===== src/pkg/ascc_pkg.sv =====
// register map, field positions, codes and timing counts for the
// converter control block; shared by the design and the bench
// assumes a 32-bit APB register port with word-aligned offsets
package ascc_pkg;

    // byte offsets of the three register words
    localparam logic [7:0] ASCC_CTL_ONE_OFFSET = 8'h00;
    localparam logic [7:0] ASCC_CTL_THREE_OFFSET = 8'h04;
    localparam logic [7:0] ASCC_RESULT_OFFSET = 8'h08;

    // adc_control_one field positions
    localparam int ASCC_ON_BIT = 15;
    localparam int ASCC_STOP_IN_IDLE_BIT = 13;
    localparam int ASCC_OUTPUT_FORMAT_SELECT_LSB = 8;
    localparam int ASCC_CONVERSION_TRIGGER_SELECT_LSB = 5;
    localparam int ASCC_STOP_AFTER_FIRST_INTERRUPT_BIT = 4;
    localparam int ASCC_AUTO_SAMPLE_START_BIT = 2;
    localparam int ASCC_SAMPLE_ENABLE_BIT = 1;
    localparam int ASCC_DONE_BIT = 0;

    // adc_control_three field position (auto_sample_time, 5 bits)
    localparam int ASCC_AUTO_SAMPLE_TIME_LSB = 8;
    localparam int ASCC_AUTO_SAMPLE_TIME_W = 5;

    // reset values of the writable fields and of the result data
    localparam logic [31:0] ASCC_CTL_ONE_RESET = 32'h0000_0000;
    localparam logic [4:0] ASCC_AUTO_SAMPLE_TIME_RESET = 5'h00;
    localparam logic [9:0] ASCC_DATA_RESET = 10'h000;

    // conversion_trigger_select codes
    localparam logic [2:0] ASCC_TRIG_SOFTWARE = 3'h0;
    localparam logic [2:0] ASCC_TRIG_EXT_PIN = 3'h1;
    localparam logic [2:0] ASCC_TRIG_TIMER = 3'h2;
    localparam logic [2:0] ASCC_TRIG_CHARGE = 3'h3;
    localparam logic [2:0] ASCC_TRIG_AUTO = 3'h7;

    // output_format_select codes
    localparam logic [2:0] ASCC_FMT_UINT16 = 3'h0;
    localparam logic [2:0] ASCC_FMT_SINT16 = 3'h1;
    localparam logic [2:0] ASCC_FMT_FRAC16 = 3'h2;
    localparam logic [2:0] ASCC_FMT_SFRAC16 = 3'h3;
    localparam logic [2:0] ASCC_FMT_UINT32 = 3'h4;
    localparam logic [2:0] ASCC_FMT_SINT32 = 3'h5;
    localparam logic [2:0] ASCC_FMT_FRAC32 = 3'h6;
    localparam logic [2:0] ASCC_FMT_SFRAC32 = 3'h7;

    // system clocks per conversion clock period used by auto sampling
    localparam int ASCC_TAD_CYCLES = 2;

    typedef enum logic [1:0] {
        ASCC_IDLE,
        ASCC_SAMPLE,
        ASCC_CONVERT
    } ascc_state_type;

endpackage : ascc_pkg


===== src/hw/ascc_control.sv =====
// sample / convert sequencer of a 10-bit converter, with its APB
// register port and the result formatter
// assumes the analog core answers each conv_start pulse with one
// conv_done pulse and valid conv_data, on sys_clk
//
// Overview of operation
// - module enable runs converter, clear holds inactive
// - stop_in_idle halts block during idle mode
// - format codes 1xx build 32-bit result word
// - format codes 0xx fill low 16 bits
// - trigger 111 uses internal counter; 100-110 reserved
// - triggers 011/010/001: charge unit, timer, pin
// - trigger 000: software clearing sample_enable converts
// - stop_after_first_interrupt clears auto start at interrupt
// - otherwise each conversion overwrites the result
// - auto start resamples right after conversion ends
// - without auto start, writing one starts sampling
// - sample_enable reads one while sampling
// - hardware trigger clears sample_enable itself
// - completion flag set when conversion finishes
// - software clears flag by zero; one ignored
// - completion flag cleared when conversion begins
// - auto_sample_time used only with trigger 111
//
// Added by the designer: the register addresses and register access over APB.
module ascc_control
    import ascc_pkg::*;
#(
    parameter int TAD_CYCLES = ASCC_TAD_CYCLES,
    parameter bit EXT_RISING = 1'b1
)
(
    input wire logic sys_clk,
    input wire logic rst_n,
    input wire logic psel,
    input wire logic penable,
    input wire logic pwrite,
    input wire logic [7:0] paddr,
    input wire logic [31:0] pwdata,
    output logic [31:0] prdata,
    output logic pready,
    output logic pslverr,
    input wire logic idle_mode,
    input wire logic ext_int_zero_pin,
    input wire logic timer_period_match,
    input wire logic charge_time_event,
    input wire logic conv_done,
    input wire logic [9:0] conv_data,
    output logic conv_enable,
    output logic sample_hold,
    output logic conv_start,
    output logic adc_interrupt
);

    // control fields of adc_control_one and adc_control_three
    logic ctl_on;
    logic ctl_stop_in_idle;
    logic [2:0] ctl_output_format_select;
    logic [2:0] ctl_conversion_trigger_select;
    logic ctl_stop_after_first_interrupt;
    logic ctl_auto_sample_start;
    logic sample_enable;
    logic done;
    logic [4:0] ctl_auto_sample_time;
    logic [31:0] result;
    ascc_state_type state;
    ascc_state_type next_state;

    // pin synchroniser and edge detector
    logic ext_meta;
    logic ext_sync;
    logic ext_prev;

    // conversion clock divider and sample timer
    logic [7:0] tad_cnt;
    logic [4:0] sample_enable_cnt;

    // format the raw code; signed forms treat mid-scale as zero
    function automatic logic [31:0] fmt_result(input logic [2:0] f, input logic [9:0] d);
        logic s;
        logic [9:0] sd;
        s = ~d[9];
        sd = {s, d[8:0]};
        unique case (f)
            ASCC_FMT_SFRAC32: fmt_result = {sd, 22'h000000};
            ASCC_FMT_FRAC32: fmt_result = {d, 22'h000000};
            ASCC_FMT_SINT32: fmt_result = {{22{s}}, sd};
            ASCC_FMT_UINT32: fmt_result = {22'h000000, d};
            ASCC_FMT_SFRAC16: fmt_result = {16'h0000, sd, 6'h00};
            ASCC_FMT_FRAC16: fmt_result = {16'h0000, d, 6'h00};
            ASCC_FMT_SINT16: fmt_result = {16'h0000, {6{s}}, sd};
            ASCC_FMT_UINT16: fmt_result = {22'h000000, d};
        endcase
    endfunction : fmt_result

    // bus decode; access completes in the cycle after setup
    wire bus_access = psel && penable && pready;
    wire hit_one = paddr == ASCC_CTL_ONE_OFFSET;
    wire hit_three = paddr == ASCC_CTL_THREE_OFFSET;
    wire hit_result = paddr == ASCC_RESULT_OFFSET;
    wire addr_ok = hit_one || hit_three || hit_result;
    wire wr_one = bus_access && pwrite && hit_one;
    wire wr_three = bus_access && pwrite && hit_three;

    // halted only when stopped in idle; running also needs the module enable
    wire halted = ctl_stop_in_idle && idle_mode;
    wire running = ctl_on && !halted;

    // readback words; reserved bits read zero
    wire [31:0] rd_one = {16'h0000, ctl_on, 1'b0, ctl_stop_in_idle, 2'b00, ctl_output_format_select,
                          ctl_conversion_trigger_select, ctl_stop_after_first_interrupt, 1'b0, ctl_auto_sample_start, sample_enable, done};
    wire [31:0] rd_three = {19'h00000, ctl_auto_sample_time, 8'h00};
    wire [31:0] rd_word = hit_one ? rd_one : hit_three ? rd_three : hit_result ? result : 32'h0;

    // software sample-enable writes
    wire sw_sample_enable_set = wr_one && pwdata[ASCC_SAMPLE_ENABLE_BIT] && !ctl_auto_sample_start;
    wire sw_sample_enable_clr = wr_one && !pwdata[ASCC_SAMPLE_ENABLE_BIT]
                       && ctl_conversion_trigger_select == ASCC_TRIG_SOFTWARE;

    // active edge of the synchronised pin
    wire ext_edge = EXT_RISING ? (ext_sync && !ext_prev) : (!ext_sync && ext_prev);

    // auto timer: zero sample time treated as one conversion clock
    wire tad_tick = tad_cnt == 8'(TAD_CYCLES - 1);
    wire [4:0] auto_sample_time_eff = (ctl_auto_sample_time == 5'h00) ? 5'h01 : ctl_auto_sample_time;
    wire auto_end = tad_tick && (sample_enable_cnt + 5'h01 >= auto_sample_time_eff);

    // trigger select; reserved codes never end sampling
    wire hw_trig = (ctl_conversion_trigger_select == ASCC_TRIG_AUTO) ? auto_end
                 : (ctl_conversion_trigger_select == ASCC_TRIG_CHARGE) ? charge_time_event
                 : (ctl_conversion_trigger_select == ASCC_TRIG_TIMER) ? timer_period_match
                 : (ctl_conversion_trigger_select == ASCC_TRIG_EXT_PIN) ? ext_edge : 1'b0;

    // sequencing events
    wire start_sample = running && state == ASCC_IDLE && (sw_sample_enable_set || ctl_auto_sample_start);
    wire trigger = running && state == ASCC_SAMPLE && (sw_sample_enable_clr || hw_trig);
    wire finish = running && state == ASCC_CONVERT && conv_done;

    // next-state decode
    always_comb
    begin
        next_state = state;
        if (!ctl_on)
            next_state = ASCC_IDLE;
        else if (start_sample)
            next_state = ASCC_SAMPLE;
        else if (trigger)
            next_state = ASCC_CONVERT;
        else if (finish)
            next_state = ctl_auto_sample_start && !ctl_stop_after_first_interrupt ? ASCC_SAMPLE : ASCC_IDLE;
    end

    // bus answer, one wait-free access cycle
    always_ff @(posedge sys_clk)
    begin
        if (!rst_n)
        begin
            pready <= 1'b0;
            pslverr <= 1'b0;
            prdata <= 32'h0;
        end
        else
        begin
            pready <= psel && !penable;
            pslverr <= psel && !penable && !addr_ok;
            prdata <= (psel && !penable && !pwrite) ? rd_word : 32'h0;
        end
    end

    // configuration fields written by software
    always_ff @(posedge sys_clk)
    begin
        if (!rst_n)
        begin
            ctl_on <= ASCC_CTL_ONE_RESET[ASCC_ON_BIT];
            ctl_stop_in_idle <= ASCC_CTL_ONE_RESET[ASCC_STOP_IN_IDLE_BIT];
            ctl_output_format_select <= ASCC_CTL_ONE_RESET[ASCC_OUTPUT_FORMAT_SELECT_LSB +: 3];
            ctl_conversion_trigger_select <= ASCC_CTL_ONE_RESET[ASCC_CONVERSION_TRIGGER_SELECT_LSB +: 3];
            ctl_stop_after_first_interrupt <= ASCC_CTL_ONE_RESET[ASCC_STOP_AFTER_FIRST_INTERRUPT_BIT];
            ctl_auto_sample_time <= ASCC_AUTO_SAMPLE_TIME_RESET;
        end
        else
        begin
            if (wr_one)
            begin
                ctl_on <= pwdata[ASCC_ON_BIT];
                ctl_stop_in_idle <= pwdata[ASCC_STOP_IN_IDLE_BIT];
                ctl_output_format_select <= pwdata[ASCC_OUTPUT_FORMAT_SELECT_LSB +: 3];
                ctl_conversion_trigger_select <= pwdata[ASCC_CONVERSION_TRIGGER_SELECT_LSB +: 3];
                ctl_stop_after_first_interrupt <= pwdata[ASCC_STOP_AFTER_FIRST_INTERRUPT_BIT];
            end
            if (wr_three)
                ctl_auto_sample_time <= pwdata[ASCC_AUTO_SAMPLE_TIME_LSB +: ASCC_AUTO_SAMPLE_TIME_W];
        end
    end

    // auto start: hardware clear at the interrupt beats a software write
    always_ff @(posedge sys_clk)
    begin
        if (!rst_n)
            ctl_auto_sample_start <= ASCC_CTL_ONE_RESET[ASCC_AUTO_SAMPLE_START_BIT];
        else if (finish && ctl_stop_after_first_interrupt)
            ctl_auto_sample_start <= 1'b0;
        else if (wr_one)
            ctl_auto_sample_start <= pwdata[ASCC_AUTO_SAMPLE_START_BIT];
    end

    // sequencer state; sample_enable mirrors the sampling state
    always_ff @(posedge sys_clk)
    begin
        if (!rst_n)
        begin
            state <= ASCC_IDLE;
            sample_enable <= ASCC_CTL_ONE_RESET[ASCC_SAMPLE_ENABLE_BIT];
        end
        else
        begin
            state <= next_state;
            sample_enable <= next_state == ASCC_SAMPLE;
        end
    end

    // completion flag: hardware set wins over a software clear
    always_ff @(posedge sys_clk)
    begin
        if (!rst_n)
            done <= ASCC_CTL_ONE_RESET[ASCC_DONE_BIT];
        else if (finish)
            done <= 1'b1;
        else if (trigger)
            done <= 1'b0;
        else if (wr_one && !pwdata[ASCC_DONE_BIT])
            done <= 1'b0;
    end

    // result word, overwritten by every finished conversion
    always_ff @(posedge sys_clk)
    begin
        if (!rst_n)
            result <= fmt_result(ASCC_FMT_UINT16, ASCC_DATA_RESET);
        else if (finish)
            result <= fmt_result(ctl_output_format_select, conv_data);
    end

    // core-facing strobes and levels
    always_ff @(posedge sys_clk)
    begin
        if (!rst_n)
        begin
            conv_enable <= 1'b0;
            sample_hold <= 1'b0;
            conv_start <= 1'b0;
            adc_interrupt <= 1'b0;
        end
        else
        begin
            conv_enable <= ctl_on;
            sample_hold <= next_state == ASCC_SAMPLE;
            conv_start <= trigger;
            adc_interrupt <= finish;
        end
    end

    // two-flop pin synchroniser; only the second stage is looked at
    always_ff @(posedge sys_clk)
    begin
        if (!rst_n)
        begin
            ext_meta <= 1'b0;
            ext_sync <= 1'b0;
            ext_prev <= 1'b0;
        end
        else
        begin
            ext_meta <= ext_int_zero_pin;
            ext_sync <= ext_meta;
            ext_prev <= ext_sync;
        end
    end

    // conversion clock divider and sample timer, restarted per sample
    always_ff @(posedge sys_clk)
    begin
        if (!rst_n || state != ASCC_SAMPLE || !running)
        begin
            tad_cnt <= 8'h00;
            sample_enable_cnt <= 5'h00;
        end
        else if (tad_tick)
        begin
            tad_cnt <= 8'h00;
            sample_enable_cnt <= sample_enable_cnt + 5'h01;
        end
        else
            tad_cnt <= tad_cnt + 8'h01;
    end

    chk_off_no_sample: assert property (@(posedge sys_clk) disable iff (!rst_n)
        !ctl_on |=> !sample_enable && !conv_start)
        else $error("sampling while disabled");

    chk_idle_stop_halts: assert property (@(posedge sys_clk) disable iff (!rst_n)
        (ctl_stop_in_idle && idle_mode) |=> !conv_start && !adc_interrupt && $stable(state))
        else $error("activity while stopped in idle");

    chk_result_uint16: assert property (@(posedge sys_clk) disable iff (!rst_n)
        (finish && ctl_output_format_select == ASCC_FMT_UINT16) |=> result == {22'h000000, $past(conv_data)})
        else $error("unsigned 16-bit result wrong");

    chk_result_sfrac32: assert property (@(posedge sys_clk) disable iff (!rst_n)
        (finish && ctl_output_format_select == ASCC_FMT_SFRAC32)
        |=> result == {~$past(conv_data[9]), $past(conv_data[8:0]), 22'h000000})
        else $error("signed fractional 32-bit result wrong");

    chk_reserved_no_trig: assert property (@(posedge sys_clk) disable iff (!rst_n)
        (ctl_conversion_trigger_select inside {3'h4, 3'h5, 3'h6} && !wr_one) |=> !conv_start)
        else $error("reserved trigger started conversion");

    chk_trigger_clears_sample_enable: assert property (@(posedge sys_clk) disable iff (!rst_n)
        conv_start |-> !sample_enable && !done && state == ASCC_CONVERT)
        else $error("sample_enable or done left set at conversion start");

    chk_done_with_irq: assert property (@(posedge sys_clk) disable iff (!rst_n)
        $rose(done) |-> adc_interrupt)
        else $error("completion flag without interrupt");

    chk_first_irq_stops: assert property (@(posedge sys_clk) disable iff (!rst_n)
        (finish && ctl_stop_after_first_interrupt) |=> !ctl_auto_sample_start && state == ASCC_IDLE ##1 !sample_enable)
        else $error("auto start not cleared at first interrupt");

    chk_auto_restart: assert property (@(posedge sys_clk) disable iff (!rst_n)
        (finish && ctl_auto_sample_start && !ctl_stop_after_first_interrupt && ctl_on) |=> sample_enable && sample_hold)
        else $error("auto start did not resample");

    chk_done_write_one: assert property (@(posedge sys_clk) disable iff (!rst_n)
        (!done && !finish && wr_one) |=> !done)
        else $error("software write set completion flag");

    chk_start_clears_done: assert property (@(posedge sys_clk) disable iff (!rst_n)
        trigger |=> !done)
        else $error("completion flag kept at conversion start");

endmodule : ascc_control


===== config.mk =====
export PLATFORM = sky130hd
export DESIGN_NAME = ascc_control
export DESIGN_NICKNAME = d
export VERILOG_FILES = /design/src/pkg/ascc_pkg.sv /design/src/hw/ascc_control.sv
export SDC_FILE = /design/constraint.sdc
export NUM_CORES = 1
export LEC_CHECK = 0
export BUFFER_PORTS_ARGS = -buffer_cell sky130_fd_sc_hd__buf_2
export CORE_UTILIZATION = 52
export CTS_CLUSTER_SIZE = 28
export DETAILED_ROUTE_END_ITERATION = 10
export GPL_ROUTABILITY_DRIVEN = 0
export GPL_TIMING_DRIVEN = 0
export HOLD_SLACK_MARGIN = 0.05
export PLACE_DENSITY = 0.9
export SLEW_MARGIN = 10
export SYNTH_ARGS = -nofsm -noshare
export SYNTH_HDL_FRONTEND = slang
export SYNTH_SLANG_ARGS = --single-unit

===== constraint.sdc =====
create_clock -name sys_clk -period 2.3 [get_ports sys_clk]
set_input_delay 0.46 -clock sys_clk [delete_from_list [all_inputs] [get_ports sys_clk]]
set_output_delay 0.46 -clock sys_clk [all_outputs]
set_load 0.05 [all_outputs]

After elaboration in Yosys (flattened, before gate mapping)
Cells that the tools add are included.

word-level totals
  register bits after elaboration = 104
  bits of input ports = 60
  output and inout port bits = 38

cells by class
  add/sub/neg operators = 2
  $lt $le $gt $ge = 1
  eq/ne operators = 18
  mux-type cells = 17
  bitwise operators = 4
  reductions and logical operators = 54

operator list
  kind                                            count
  one-hot mux 32 bit (7 select lines)             1
  2-to-1 mux 16 bit                               3
  logical AND 1 bit                               25
  == test 3 bit (second input constant)           5
  == test 3 x 2 -> 1 bit (second input constant)  4
  logical NOT 1 bit                               11
  adder 8 x 1 -> 8 bit (second input constant)    1
  == test 8 x 1 -> 1 bit (second input constant)  1
  == test 8 x 3 -> 1 bit (second input constant)  1
  == test 8 x 4 -> 1 bit (second input constant)  1
  logical NOT 8 bit                               1
  2-to-1 mux 1 bit                                8
  2-to-1 mux 2 bit                                4
  == test 3 x 1 -> 1 bit (second input constant)  2
  logical NOT 3 bit                               2
  logical OR 1 bit                                6
  OR reduction 2 bit                              3
  adder 5 x 1 -> 5 bit (second input constant)    1
  >= comparator 5 bit                             1
  logical NOT 5 bit                               1
  2-to-1 mux 5 bit                                1
  OR reduction 5 bit                              1
  == test 2 x 1 -> 1 bit (second input constant)  2
  NOT 1 bit                                       4
  other kinds (6)                                 6

Logic depth before layout (Yosys ltp)
  depth after elaboration = 12
  mapped depth = 9
  depth with buffers taken out = 9

Least setup slack after synthesis
Ideal clock, no wire load.

  path type = register to register
  start = register sample_enable_cnt[0]
  end = register state[1]
  library setup time = 0.095 ns
  arrival time = 1.740 ns
  required time = 2.205 ns
  slack = 0.465 ns
  cell stages (with the launch flop) = 9
  clock period less this slack = 1.835 ns
  cell sequence = dfxtp_1 -> ha_1 -> xor2_1 -> ha_1 -> a21o_1 -> a31oi_1 -> o21ai_0 -> nand4_1 -> a221oi_1

between the ends
  cells in the longest elaborated chain, start to end = 9

RTL lines
  item                    line                 source
  start, declared         ascc_control.sv:76   logic [4:0] sample_enable_cnt;
  start signal, assigned  ascc_control.sv:292  sample_enable_cnt <= sample_enable_cnt + 5'h01;
  adder 5 x 1 -> 5 bit    ascc_control.sv:126  wire auto_end = tad_tick && (sample_enable_cnt + 5'h01 >= auto_sample_time_eff);
  >= comparator 5 bit     ascc_control.sv:126
  logical AND 1 bit       ascc_control.sv:126
  2-to-1 mux 1 bit        ascc_control.sv:129  wire hw_trig = (ctl_conversion_trigger_select == ASCC_TRIG_AUTO) ? auto_end
  logical OR 1 bit        ascc_control.sv:136  wire trigger = running && state == ASCC_SAMPLE && (sw_sample_enable_clr || hw_trig);
  logical AND 1 bit       ascc_control.sv:136
  2-to-1 mux 2 bit        ascc_control.sv:147  else if (trigger)
  2-to-1 mux 2 bit        ascc_control.sv:145  else if (start_sample)
  2-to-1 mux 2 bit        ascc_control.sv:143  if (!ctl_on)
  end signal, assigned    ascc_control.sv:218  state <= next_state;
  end, declared           ascc_control.sv:66   ascc_state_type state;

Every way passes these cells.
A chain may end at the register's enable or synchronous reset.

Final worst setup path
Ends and elaborated chain as after synthesis.

==> results <==
- The count of unique library cells instantiated by Yosys is 52.
- The via count of the first global-routing pass is 3168.
- The total clock buffers created by CTS is 9.
- The die is 87.64 µm wide.
- The mapped netlist covers 3814 µm².
- The final route contains 3402 vias.
- The number of clock sinks is 94.
- The number of buffers on the longest clock path is 2.
- The transition time of the tightest slew-check pin is 613.1 ps.
- The average cell area after synthesis is 9.037 µm².
- The analysis attributes to cell leakage a power of 0.001882 µW.
- The post-cts hold buffer count is 0.
- In the routed design, unresolved DRC markers number 0.
- In this run the worst path has a maximum fanout of 5.
- Of the total synthesized cell area, the portion taken by XOR and XNOR cells is 0.02986.
- The number of antenna violations at the first check in global routing is 0.
- In this run the core area contains 30 standard-cell rows.
- For this design the ratio of total power to cell area is 654.3 nW/µm².
- The post-synthesis share of cell area spent on full adders, half adders and majority gates is 0.02625.
- The total die area is 7681 µm².
- The clock-pin slew on the worst setup and hold paths is 90 ps.
- Synthesis produced a netlist whose cell count is 422.
- The maximum number of pins on one net before global-route repair is 18.
- The mux contribution to synthesized area is 0.01312.
- The first global-routing pass estimated 14770 µm of wire.
- Of the available clock period, the critical path in the final layout requires 0.9581.
- Once detail routing completed, the nets flagged for antenna violations numbered 0.
- In the global route stage, overall resource usage came out at 0.2554.
- The final routed wire length divided by cell count is 15.36 µm.
- The initial detailed-routing violation count is 201.
- For this run, the number of Yosys warnings is 0.
- The worst path setup slack after routing is 96.32 ps.
- The type of destination of the critical path is a flip-flop.
- Registers take 1882 µm².
- TritonCTS built the clock tree.
- The number of antenna diodes is 0.
- The number of endpoints with negative hold slack in the final report is 0.
- Before antenna repair, the detailed router went through 5 iterations.
- The number of H-tree levels is 3.
- The area growth from synthesis to final layout is 19.62%.
- The tightest hold path in the finished design has a slack of 313.5 ps.
- The chip height is 87.64 µm.
- The worst slew margin relative to its limit is 0.5912.
- The number of cells on the worst reg-to-reg path is 8.
- The worst clock skew is 11.04 ps.
- The worst hold endpoint is ext_meta.
- The residual overflow from global routing is 0.
- Of the total synthesized cell area, the portion taken by AND, OR, NAND and NOR gates is 0.2359.
- STA classifies the critical path startpoint as a flip-flop.
- The proportion of synthesized flip-flops having asynchronous set or reset is 0.
- The startpoint of the most critical register-to-register path is sample_enable_cnt[0].
- Pin placement for this block handled 98 I/O pins.
- Data arrives at the worst endpoint at 2480 ps.
- The tool flagged a number of max-cap violations equal to 0.
- The total of fill cells in the finished design is 516.
- The number of nets produced by synthesis is 490.
- The count of final setup violators is 0.
- By area, the combinational part of the netlist is dominated by simple AND/OR/NAND/NOR gates.
- Clock latency on the worst-skew pair, taken at its later pin, is 370 ps.
- After synthesis the netlist holds a flip-flop and latch count of 94.
- The peak supply drop is 0.3236 mV.
- After floorplanning, the core was sized to cover 6944 µm².
- In the synthesized netlist the dominant register cell turns out to be dfxtp_1.
- The net count reported at finish is 580.
- The critical path is of the flip-flop to flip-flop type.
- In this run the critical register-to-register path is captured at state[1].
- Gates resized during post-CTS repair numbered 0.
- Buffers placed on the I/O ports in this run total 77.
- The area occupied by multi-input gates is 1729 µm².
- Detailed placement finished with a half-perimeter wire length of 6770 µm.
- The setup slack of the most critical reg-to-reg path is 100 ps.
- The classification of the worst-slack hold path is input pin to flip-flop.
- The share of cells above drive strength 1 is 0.2398.
- The initial standard-cell utilization of the core is 0.5492.
- The post-route minimum period is 2204 ps.
- The post-synthesis compound-gate area fraction was 0.1483.
- The instance count along the most critical hold path is 2.
- The flow ran to the end, and the final reports show no timing, DRC or antenna violations.
- For this run, the register share of the synthesized area comes to 0.4934.
- The mean number of vias per cell is 5.550.
- Data on the critical path is required at its endpoint by 2580 ps.
- The routed design has 9413 µm of wire.
- The max-slew violation count was 0.
- The number of flops mapped to enable cells by yosys is 0.
- The worst-case setup slack after placement is 145.1 ps.
- The peak clock frequency supported by timing is 453.8 MHz.
- The worst hold path begins at ext_int_zero_pin.
- The clock root buffer master is clkbuf_8.
[worst max path at each step]
stage                                     from  endpoint  slack, ps
after floorplan           sample_enable_cnt[0]  state[1]        460
after global placement    sample_enable_cnt[0]  state[1]        240
after detailed placement  sample_enable_cnt[0]  state[1]        150
after CTS                 sample_enable_cnt[0]  state[1]        100
after global routing      sample_enable_cnt[0]  state[1]         -7
final                     sample_enable_cnt[0]  state[1]        100
[synth_stat cells (4+ instances only)]
master / instances / area, µm²
nand3_1: 26 / 130.1
buf_4: 7 / 52.55
a221oi_1: 4 / 35.03
a22oi_1: 11 / 82.58
and2_1: 18 / 112.6
a211oi_1: 8 / 60.06
mux2i_1: 5 / 50.05
nor3_1: 10 / 50.05
dfxtp_1: 94 / 1882
nor2_1: 45 / 168.9
xor2_1: 8 / 70.07
o21ai_0: 17 / 85.08
a21oi_1: 39 / 195.2
inv_1: 13 / 48.80
xnor2_1: 5 / 43.79
clkbuf_1: 13 / 48.80
nand2_1: 41 / 153.9
ha_1: 8 / 100.1
[cells by family after synthesis]
kind of cell,Yosys count
AND/OR/NAND/NOR,171
flip-flops,94
AO/OA/AOI/OAI,91
buffers and inverters,40
XOR/XNOR,13
adder cells (fa/ha/maj),8
multiplexers,5
[cell type report]
type                            count  area share
Clock buffer                        9     0.02715
Sequential cell                    94      0.4125
Timing Repair Buffer               79     0.08777
Buffer                             26     0.03291
Tap cell                           96     0.02633
Inverter                           14     0.01152
Clock inverter                      7     0.02276
Multi-Input combinational cell    288      0.3790
[placed cells by master, fill, tap and decap left out, types with 2 or more instances in the layout]
cell	instances
and2_1	18
nand4_1	3
o21a_1	2
a221oi_1	4
inv_1	13
and4_1	2
and2_2	2
dfxtp_1	94
bufinv_16	2
clkinvlp_4	2
buf_4	9
clkbuf_8	9
a211oi_1	8
xor2_1	8
nand3b_1	2
clkbuf_1	13
nor3_1	10
nor4_4	2
buf_6	3
o21ai_0	17
and3_1	3
mux2i_1	5
a21oi_1	39
nand2_1	41
buf_2	80
xnor2_1	5
nor2_1	45
a22oi_1	11
nand2b_1	3
ha_1	8
nor2b_1	2
inv_6	2
nand3_1	26
[sequential cells by signal, summed over array words and instances, names as in the netlist, 2 cells and up]
| signal | cells |
|---|---|
| result | 27 |
| sample_enable_cnt | 5 |
| state | 2 |
| ctl_output_format_select | 3 |
| tad_cnt | 8 |
| ctl_conversion_trigger_select | 3 |
| prdata | 27 |
| ctl_auto_sample_time | 5 |
[layer usage]
metal	vias up	GRT usage	routed length, µm
li1	1636	-	-
met5	-	0	0
met1	1560	0.3106	4012
met4	0	0.1490	264
met2	183	0.4325	4483
met3	23	0.03676	653
[stage by stage]
step	std cells	util	area (µm²)	power (µW)	TNS [ps]
after floorplan	422	-	3814	1710	0
after global placement	595	0.6220	4319	1766	0
after detailed placement	595	0.6220	4319	1770	0
after CTS	611	0.6548	4547	2980	0
after global routing	613	0.6569	4562	3057	-7.115
final	613	0.6569	4562	2985	0
[critical path, stage by stage (launching register included)]
cell and delay (ps):
dfxtp_1 420, ha_1 260, nand3_1 140, xnor2_1 160
ha_1 300, nand2_1 50, o21ai_0 180, nand4_1 250
a221oi_1 340
[repair_timing]
action	in CTS	in global routing
endpoints found under the setup margin	0	1
buffers inserted	0	2
hold endpoints to repair	0	0
[power by group]
| group | total [µW] | switching, µW | internal (µW) |
|---|---|---|---|
| logic | 104 | 63.4 | 40.6 |
| clock network | 1250 | 623 | 627 |
| registers | 1630 | 1.09 | 1630 |
| total | 2980 | 688 | 2300 |
Note: power is estimated with default switching activity, not from simulation.
